### src/verilog/dmt_defines.svh
// register offsets, field positions, reset values and prescaler taps of the timer pair
// assumes an 8-bit register port with byte-wide addresses
`ifndef DMT_DEFINES_SVH
`define DMT_DEFINES_SVH

// ==========================================================
// register offsets
`define DMT_ADDR_CTRL0      8'hfa
`define DMT_ADDR_CTRL1      8'hfb
`define DMT_ADDR_DATA0      8'hf0
`define DMT_ADDR_DATA1      8'hf1
`define DMT_ADDR_CNT0       8'hf2
`define DMT_ADDR_CNT1       8'hf3
`define DMT_ADDR_CAPT0      8'hf4
`define DMT_ADDR_CAPT1      8'hf5
`define DMT_ADDR_IRQ_STAT   8'hf6
`define DMT_ADDR_IRQ_MASK   8'hf7

// ==========================================================
// control register fields
`define DMT_CLKSEL_HI       7
`define DMT_CLKSEL_LO       5
`define DMT_MODE_HI         4
`define DMT_MODE_LO         3
`define DMT_CLR_BIT         2
`define DMT_MIE_BIT         1
`define DMT_OIE_BIT         0

// ==========================================================
// reset values and counter maximum
`define DMT_CTRL_RST        8'h00
`define DMT_DATA_RST        8'hff
`define DMT_MASK_RST        4'h0
`define DMT_CNT_MAX         8'hff

// ==========================================================
// prescaler taps: low bits that must all be one for a tick
`define DMT_PRESC_W         10
`define DMT_TAP_1024        10'h03ff
`define DMT_TAP_256         10'h00ff
`define DMT_TAP_64          10'h003f
`define DMT_TAP_8           10'h0007

`endif

### src/verilog/dmt_pkg.sv
// types shared by the timer pair and its bench
// assumes dmt_defines.svh sits beside it
`include "dmt_defines.svh"

package dmt_pkg;

    // ==========================================================
    // encodings
    typedef enum logic [2:0] {
        DMT_CLK_DIV1024 = 3'h0,
        DMT_CLK_DIV256  = 3'h1,
        DMT_CLK_DIV64   = 3'h2,
        DMT_CLK_DIV8    = 3'h3,
        DMT_CLK_DIV1    = 3'h4,
        DMT_CLK_EXT_FALL= 3'h5,
        DMT_CLK_EXT_RISE= 3'h6,
        DMT_CLK_STOP    = 3'h7
    } dmt_clksel_t;

    typedef enum logic [1:0] {
        DMT_MODE_INTERVAL = 2'h0,
        DMT_MODE_CAP_RISE = 2'h1,
        DMT_MODE_CAP_FALL = 2'h2,
        DMT_MODE_PWM      = 2'h3
    } dmt_mode_t;

    // ==========================================================
    // carriers
    typedef struct packed {
        logic [7:0] addr;
        logic [7:0] wdata;
        logic       wr;
        logic       rd;
    } dmt_bus_req_t;

    typedef struct packed {
        logic ext_count_input_one;
        logic ext_count_input_zero;
        logic capture_input_one;
        logic capture_input_zero;
    } dmt_pins_t;

    // ==========================================================
    // state
    typedef struct packed {
        logic [7:0] ctrl;
        logic [7:0] data;
        logic [7:0] cnt;
        logic [7:0] capt;
        logic       out;
        logic [2:0] ext_s;
        logic [2:0] cap_s;
    } dmt_timer_t;

    typedef struct packed {
        dmt_timer_t [1:0]           tmr;
        logic [`DMT_PRESC_W-1:0]    presc;
        logic [3:0]                 stat;
        logic [3:0]                 mask;
        logic [7:0]                 rdata;
    } dmt_state_t;

endpackage

### src/verilog/dmt_timer_pair.sv
// two identical 8-bit timers with clock select, interval/capture/pwm modes and interrupts
// assumes a synchronous 8-bit register port and asynchronous pins on i_pins
//
// The implementer's own choice: strobed register access.
`timescale 1ns/100ps
`include "dmt_defines.svh"

// Behaviour
// (RQ1) clock select bits 7..5: /1024,/256,/64,/8,/1, external fall, rise, stop
// (RQ2) mode bits 4..3: interval with output, capture rise, capture fall, pwm
// (RQ3) capture modes keep counting freely; overflow still raises its event
// (RQ4) pwm mode raises both overflow and match events
// (RQ5) writing one to bit 2 clears the counter; zero leaves it alone
// (RQ6) bit 2 returns to zero by itself after the clear
// (RQ7) bit 1 enables the match/capture interrupt request
// (RQ8) bit 0 enables the overflow interrupt request
// (RQ9) two timers, each with its own control register, both zero at reset
// (RQ10) overflow event on wrap past maximum; request only while enabled
module dmt_timer_pair (
    input  wire logic                   i_ref_clk,
    input  wire logic                   i_rst,
    input  wire dmt_pkg::dmt_bus_req_t  i_bus,
    output logic [7:0]                  o_rdata,
    input  wire dmt_pkg::dmt_pins_t     i_pins,
    output logic                        o_timer_out_zero,
    output logic                        o_timer_out_one,
    output logic                        o_irq
);
    import dmt_pkg::*;

    dmt_state_t st_q;
    dmt_state_t st_d;
    logic [1:0] ext_pin;
    logic [1:0] cap_pin;

    assign ext_pin = {i_pins.ext_count_input_one, i_pins.ext_count_input_zero};
    assign cap_pin = {i_pins.capture_input_one, i_pins.capture_input_zero};

    // ==========================================================
    // next state
    always_comb begin
        dmt_clksel_t    csel;
        dmt_mode_t      mode;
        logic           tick;
        logic           ext_rise;
        logic           ext_fall;
        logic           cap_rise;
        logic           cap_fall;
        logic           at_max;
        logic [3:0]     ev;
        logic [3:0]     w1c;
        st_d = st_q;
        ev   = 4'h0;
        w1c  = 4'h0;
        csel     = DMT_CLK_STOP;
        mode     = DMT_MODE_INTERVAL;
        tick     = 1'b0;
        ext_rise = 1'b0;
        ext_fall = 1'b0;
        cap_rise = 1'b0;
        cap_fall = 1'b0;
        at_max   = 1'b0;
        st_d.presc = st_q.presc + `DMT_PRESC_W'(1);
        for (int i = 0; i < 2; i++) begin
            csel = dmt_clksel_t'(st_q.tmr[i].ctrl[`DMT_CLKSEL_HI:`DMT_CLKSEL_LO]);
            mode = dmt_mode_t'(st_q.tmr[i].ctrl[`DMT_MODE_HI:`DMT_MODE_LO]);
            // pins pass three flops; edges only look at the second and third stage
            st_d.tmr[i].ext_s = {st_q.tmr[i].ext_s[1:0], ext_pin[i]};
            st_d.tmr[i].cap_s = {st_q.tmr[i].cap_s[1:0], cap_pin[i]};
            ext_rise = st_q.tmr[i].ext_s[1] & ~st_q.tmr[i].ext_s[2];
            ext_fall = ~st_q.tmr[i].ext_s[1] & st_q.tmr[i].ext_s[2];
            cap_rise = st_q.tmr[i].cap_s[1] & ~st_q.tmr[i].cap_s[2];
            cap_fall = ~st_q.tmr[i].cap_s[1] & st_q.tmr[i].cap_s[2];
            unique case (csel)                                              // [RQ1]
                DMT_CLK_DIV1024:  tick = (st_q.presc & `DMT_TAP_1024) == `DMT_TAP_1024;
                DMT_CLK_DIV256:   tick = (st_q.presc & `DMT_TAP_256) == `DMT_TAP_256;
                DMT_CLK_DIV64:    tick = (st_q.presc & `DMT_TAP_64) == `DMT_TAP_64;
                DMT_CLK_DIV8:     tick = (st_q.presc & `DMT_TAP_8) == `DMT_TAP_8;
                DMT_CLK_DIV1:     tick = 1'b1;
                DMT_CLK_EXT_FALL: tick = ext_fall;
                DMT_CLK_EXT_RISE: tick = ext_rise;
                DMT_CLK_STOP:     tick = 1'b0;
            endcase
            at_max = st_q.tmr[i].cnt == `DMT_CNT_MAX;
            if (st_q.tmr[i].ctrl[`DMT_CLR_BIT]) begin
                st_d.tmr[i].cnt = 8'h00;                                    // [RQ5]
                st_d.tmr[i].ctrl[`DMT_CLR_BIT] = 1'b0;                      // [RQ6]
            end else if (tick) begin
                unique case (mode)                                          // [RQ2]
                    DMT_MODE_INTERVAL: begin
                        if (st_q.tmr[i].cnt == st_q.tmr[i].data) begin
                            st_d.tmr[i].cnt = 8'h00;
                            st_d.tmr[i].out = ~st_q.tmr[i].out;
                            ev[2*i+1] = 1'b1;
                        end else begin
                            st_d.tmr[i].cnt = st_q.tmr[i].cnt + 8'h01;
                            ev[2*i] = at_max;                               // [RQ10]
                        end
                    end
                    DMT_MODE_CAP_RISE, DMT_MODE_CAP_FALL: begin
                        // free running; wrap is the overflow event
                        st_d.tmr[i].cnt = st_q.tmr[i].cnt + 8'h01;          // [RQ3]
                        ev[2*i] = at_max;                                   // [RQ3] [RQ10]
                    end
                    DMT_MODE_PWM: begin
                        st_d.tmr[i].cnt = st_q.tmr[i].cnt + 8'h01;
                        ev[2*i] = at_max;                                   // [RQ4] [RQ10]
                        ev[2*i+1] = st_q.tmr[i].cnt == st_q.tmr[i].data;    // [RQ4]
                    end
                endcase
            end
            // capture takes the count of the cycle the edge is seen
            if ((mode == DMT_MODE_CAP_RISE && cap_rise) || (mode == DMT_MODE_CAP_FALL && cap_fall)) begin
                st_d.tmr[i].capt = st_q.tmr[i].cnt;
                ev[2*i+1] = 1'b1;
            end
            // pwm output lags the count by one cycle; data 0 gives a flat low
            if (mode == DMT_MODE_PWM) begin
                st_d.tmr[i].out = st_q.tmr[i].cnt < st_q.tmr[i].data;
            end
            ev[2*i]   = ev[2*i] & st_q.tmr[i].ctrl[`DMT_OIE_BIT];           // [RQ8] [RQ10]
            ev[2*i+1] = ev[2*i+1] & st_q.tmr[i].ctrl[`DMT_MIE_BIT];         // [RQ7]
        end

        // register writes; a control write overrides the self-clear of the same cycle
        if (i_bus.wr) begin
            unique case (i_bus.addr)
                `DMT_ADDR_CTRL0:    st_d.tmr[0].ctrl = i_bus.wdata;        // [RQ9]
                `DMT_ADDR_CTRL1:    st_d.tmr[1].ctrl = i_bus.wdata;        // [RQ9]
                `DMT_ADDR_DATA0:    st_d.tmr[0].data = i_bus.wdata;
                `DMT_ADDR_DATA1:    st_d.tmr[1].data = i_bus.wdata;
                `DMT_ADDR_IRQ_STAT: w1c = i_bus.wdata[3:0];
                `DMT_ADDR_IRQ_MASK: st_d.mask = i_bus.wdata[3:0];
                default:            ;
            endcase
        end
        // new event wins over a clear in the same cycle
        st_d.stat = (st_q.stat & ~w1c) | ev;

        st_d.rdata = 8'h00;
        if (i_bus.rd) begin
            unique case (i_bus.addr)
                `DMT_ADDR_CTRL0:    st_d.rdata = st_q.tmr[0].ctrl;
                `DMT_ADDR_CTRL1:    st_d.rdata = st_q.tmr[1].ctrl;
                `DMT_ADDR_DATA0:    st_d.rdata = st_q.tmr[0].data;
                `DMT_ADDR_DATA1:    st_d.rdata = st_q.tmr[1].data;
                `DMT_ADDR_CNT0:     st_d.rdata = st_q.tmr[0].cnt;
                `DMT_ADDR_CNT1:     st_d.rdata = st_q.tmr[1].cnt;
                `DMT_ADDR_CAPT0:    st_d.rdata = st_q.tmr[0].capt;
                `DMT_ADDR_CAPT1:    st_d.rdata = st_q.tmr[1].capt;
                `DMT_ADDR_IRQ_STAT: st_d.rdata = {4'h0, st_q.stat};
                `DMT_ADDR_IRQ_MASK: st_d.rdata = {4'h0, st_q.mask};
                default:            st_d.rdata = 8'h00;
            endcase
        end
    end

    // ==========================================================
    // state register
    always_ff @(posedge i_ref_clk or posedge i_rst) begin
        if (i_rst) begin
            st_q <= '0;
            st_q.tmr[0].ctrl <= `DMT_CTRL_RST;                              // [RQ9]
            st_q.tmr[1].ctrl <= `DMT_CTRL_RST;                              // [RQ9]
            st_q.tmr[0].data <= `DMT_DATA_RST;
            st_q.tmr[1].data <= `DMT_DATA_RST;
            st_q.mask <= `DMT_MASK_RST;
        end else begin
            st_q <= st_d;
        end
    end

    // ==========================================================
    // outputs
    assign o_rdata          = st_q.rdata;
    assign o_timer_out_zero = st_q.tmr[0].out;
    assign o_timer_out_one  = st_q.tmr[1].out;
    assign o_irq            = |(st_q.stat & st_q.mask);

endmodule

### config.mk
export PLATFORM = sky130hd
export DESIGN_NAME = dmt_timer_pair
export DESIGN_NICKNAME = d
export VERILOG_FILES = /design/src/verilog/dmt_pkg.sv /design/src/verilog/dmt_timer_pair.sv
export VERILOG_INCLUDE_DIRS = /design/src /design/src/verilog
export SDC_FILE = /design/constraint.sdc
export NUM_CORES = 1
export LEC_CHECK = 0
export ABC_AREA = 1
export BUFFER_PORTS_ARGS = -buffer_cell sky130_fd_sc_hd__buf_4
export CELL_PAD_IN_SITES_DETAIL_PLACEMENT = 0
export CELL_PAD_IN_SITES_GLOBAL_PLACEMENT = 1
export CORE_MARGIN = 2
export CORE_UTILIZATION = 46
export DETAILED_ROUTE_END_ITERATION = 6
export GPL_TIMING_DRIVEN = 0
export PLACE_DENSITY = 0.82
export SLEW_MARGIN = 20
export SYNTH_ARGS = -nofsm -noshare
export SYNTH_HDL_FRONTEND = slang
export SYNTH_SLANG_ARGS = --single-unit
### constraint.sdc
create_clock -name i_ref_clk -period 5.2 [get_ports i_ref_clk]
set_input_delay 1.3 -clock i_ref_clk [delete_from_list [all_inputs] [get_ports i_ref_clk]]
set_output_delay 1.3 -clock i_ref_clk [all_outputs]
set_load 0.03 [all_outputs]
==> flow_summary_export.csv <==
group,metric,value,unit
sta,post-route-worst-setup-slack,2.74,ns
critical_path,critical-path-slowest-cell,"sky130_fd_sc_hd__o21ai_0",
floorplan,die_x,115,um
status,run_status,"finished clean",
global_route,use_met1,0.330,
sta,clock.fmax,406,MHz
power_and_ir_drop,share_of_power_burned_in_the_clock_network,0.361,
sta,final_critical_path_time_including_i_o_delays_and_setup,2.46,ns
power_and_ir_drop,comb_power_share,0.158,
critical_path,critical_path.endpoint_type,"flip-flop",
cells_and_area,syn2layout_area_growth,13.5,%
critical_path,cp.arrival,2.76,ns
clock_tree,post_cts_hold_buffer_count,0,
clock_tree,clk_pin_slew_worst_paths,0.07,ns
floorplan,dieHeight,115,um
power_and_ir_drop,power.static_leakage,3.05,nW
sta,final.hold.worst_slack,0.351,ns
global_route,globalRouteMet3Util,0.0337,
worst_hold_path,type_of_the_worst_min_delay_path,"reg -> reg",
power_and_ir_drop,power.density,291,mW/mm2
routing,drt-wirelength-per-cell,16.6,um
synthesis,ys_seq_elements,104,
floorplan,die_area,0.0132,mm2
synthesis,avgSynthCellArea,8.21,um2
floorplan,core_area,0.0120,mm2
cells_and_area,post_route_cells_drive_above_1_share,0.156,
power_and_ir_drop,irDropWorstVdd,159,uV
sta,final-setup-viol-count,0,
synthesis,yosys.cell_types.count,41,
synthesis,nets_in_the_synthesized_netlist,743,
global_route,top_usage_layer,"met2",
routing,wl,14700,um
routing,drt.antenna.violating_nets,0,
critical_path,worst_setup_path_start_kind,"input pin",
synthesis,synth.cell_area,0.00567,mm2
power_and_ir_drop,power.total,1.87,mW
critical_path,setup.worst_path.class,"in -> reg",
critical_path,path_max_fanout,10,
synthesis,netlist_instances,691,
place,place_congestion,0.899,
power_and_ir_drop,switching_share,0.282,
place,post-dp-hpwl,11600,um
run,maxcap_violations,0,
global_route,use_met2,0.388,
synthesis,dominantRegCellSynth,"sky130_fd_sc_hd__dfrtp_1",
cells_and_area,fin_util,0.536,
global_route,pin_count_of_the_biggest_net_entering_global_routing,73,
floorplan,boundaryPins,35,
floorplan,rows,40,
place,place_worst_setup_slack,2.43,ns
global_route,first_global_vias,4600,
critical_path,crit_chain,"buf_4 -> nand2_2 -> nor2_4 -> buf_6 -> nand2_1 -> o21ai_0 -> o21bai_1 -> inv_1",
global_route,initial_antenna_violation_count,0,
power_and_ir_drop,seq_power_share,0.481,
routing,drc,0,
power_and_ir_drop,p_int,1.35,mW
sta,slew-limit-headroom,0.532,
floorplan,floorplan.initialDensity,0.472,
sta,slew_viol_final,0,
clock_tree,htreeDepth,3,
synthesis,synth-edff-count,0,
clock_tree,cts_root_buffer,"sky130_fd_sc_hd__clkbuf_16",
critical_path,critPathRequiredTime,5.49,ns
critical_path,slowest_delay,0.47,ns
global_route,global_route_wire_length_before_repair,23900,um
synthesis,ys.warnings.count,0,
sta,final_hold_viol_count,0,
clock_tree,tritoncts_clock_tree,"built",
sta,grt_setup_unrepaired,"no",
routing,dr_total_vias,4735,
clock_tree,clock_sinks,104,
routing,drt_first_pass_iters,4,
clock_tree,post_cts.resized_instances,0,
routing,vias_per_cell,5.33,
sta,min_period_over_period,0.474,
clock_tree,worstSkewPairLatency,0.35,ns
routing,detail_route.iter0.violations,387,
global_route,grt_overflow_total,0,
global_route,grt.total_usage,0.239,
place,placement.io_buffers,34,
clock_tree,postCtsSetupRepairBufs,0,
sta,final.setup_skew,0.00858,ns
synthesis,sequential_element_share_of_the_synthesized_area,0.462,
clock_tree,cts_buf_count,9,
sta,worstMarginPinSlew,0.701,ns
synthesis,ys_async_sr_fraction,1.00,
power_and_ir_drop,net-switching-power,0.529,mW
place,post-place-cells,873,
cells_and_area,fin_nets,789,
cells_and_area,cell_count_final_fillers_out,889,
cells_and_area,diodes,0,
clock_tree,cts_buffer_depth,2,
==> placed cells by master, fill, tap and decap left out, types with 7 or more instances in the layout <==
cell type,instances
sky130_fd_sc_hd__a21oi_1,10
sky130_fd_sc_hd__buf_4,44
sky130_fd_sc_hd__clkbuf_16,9
sky130_fd_sc_hd__dfrtp_1,88
sky130_fd_sc_hd__dfstp_2,16
sky130_fd_sc_hd__ha_1,28
sky130_fd_sc_hd__inv_1,78
sky130_fd_sc_hd__nand2_1,182
sky130_fd_sc_hd__nand3_1,57
sky130_fd_sc_hd__nand4_1,13
sky130_fd_sc_hd__nor2_1,46
sky130_fd_sc_hd__o21ai_0,70
sky130_fd_sc_hd__o21ai_1,11
sky130_fd_sc_hd__o21ai_2,7
sky130_fd_sc_hd__xor2_1,11
==> worst max-delay path: cells and delay by family <==
kind / cells / cell delay (ns)
simple gates: 3 / 0.47
buf+inv: 3 / 0.36
compound gates: 2 / 0.61
==> layout make-up <==
type,instances,area [um2]
repair buffers,35,283
clock buffers,13,250
well taps,147,184
flip-flops and latches,104,2620
fillers,1188,5580
clock inverters,3,42.5
inverters,82,313
multi-input cells,487,2620
plain buffers,18,126
==> stage by stage <==
step,instance area (um2),TNS [ns]
final,6440,0
after global routing,6440,0
after CTS,6440,0
after detailed placement,6140,0
after global placement,6110,-1.21
after floorplan,5670,0
==> Yosys cell counts, types with 2 or more instances <==
library cell / n / share of area
sky130_fd_sc_hd__o21ai_1: 11 / 0.0097
sky130_fd_sc_hd__o21ai_2: 7 / 0.011
sky130_fd_sc_hd__a21oi_1: 10 / 0.0088
sky130_fd_sc_hd__nor3_2: 3 / 0.0053
sky130_fd_sc_hd__xnor2_1: 4 / 0.0062
sky130_fd_sc_hd__nor2_4: 2 / 0.0040
sky130_fd_sc_hd__dfstp_2: 16 / 0.074
sky130_fd_sc_hd__nor2_2: 3 / 0.0033
sky130_fd_sc_hd__buf_2: 4 / 0.0035
sky130_fd_sc_hd__inv_2: 2 / 0.0013
sky130_fd_sc_hd__nor3_1: 5 / 0.0044
sky130_fd_sc_hd__ha_1: 28 / 0.062
sky130_fd_sc_hd__nand3b_1: 4 / 0.0053
sky130_fd_sc_hd__inv_1: 79 / 0.052
sky130_fd_sc_hd__xor2_1: 11 / 0.017
sky130_fd_sc_hd__nand4_1: 13 / 0.014
sky130_fd_sc_hd__mux2_2: 2 / 0.0040
sky130_fd_sc_hd__buf_4: 10 / 0.013
sky130_fd_sc_hd__nand3_2: 5 / 0.0088
sky130_fd_sc_hd__o31ai_1: 3 / 0.0040
sky130_fd_sc_hd__nand2_2: 5 / 0.0055
sky130_fd_sc_hd__nand3_1: 57 / 0.050
sky130_fd_sc_hd__nor2_1: 46 / 0.030
sky130_fd_sc_hd__nand2_1: 182 / 0.12
sky130_fd_sc_hd__and3_1: 2 / 0.0022
sky130_fd_sc_hd__nor4_1: 2 / 0.0022
sky130_fd_sc_hd__o21bai_1: 4 / 0.0053
sky130_fd_sc_hd__dfrtp_1: 88 / 0.39
sky130_fd_sc_hd__o21ai_0: 70 / 0.062
sky130_fd_sc_hd__buf_6: 2 / 0.0040
==> kinds of logic after synthesis <==
family          share of synthesized area
mux                               0.00397
xor+xnor                           0.0232
buf+inv                            0.0765
fa+ha+maj                          0.0618
compound gates                      0.106
simple gates                        0.266
flops                               0.462
==> sequential cells by signal (all words and copies together), names as in the netlist <==
signal,flops
st_d,8
o_timer_out_zero,1
st_q,86
o_rdata,8
o_timer_out_one,1
==> path summary, 6_finish.rpt <==
kind | slack [ns] | cells past startpoint | start | end
worst max-delay path | 2.74 | 8 | i_bus[15] | o_rdata[5]
worst min-delay path | 0.35 | 0 | st_d[66] | st_d[67]
worst max register to register | 3.19 | 7 | st_q[61] | st_q[33]
worst min register to register | 0.35 | 0 | st_d[66] | st_d[67]
max in group asynchronous | 3.60 | 3 | i_rst | st_q[94]
min in group asynchronous | 0.92 | 2 | i_rst | st_d[27]
==> power groups by stage <==
stage	sequential (mW)	clock [mW]	combinational, mW
floorplan	0.915	0	0.188
global placement	0.914	0	0.282
detailed placement	0.916	0	0.295
CTS	0.902	0.694	0.297
global route	0.908	0.725	0.337
finish	0.902	0.677	0.296
==> metal layers <==
metal  vias up  wire length, um
li1       2338                -
met5         -                0
met3        20              531
met2        86             6930
met1      2291             6960
met4         0              299
Note: power is estimated with default switching activity, not from simulation.
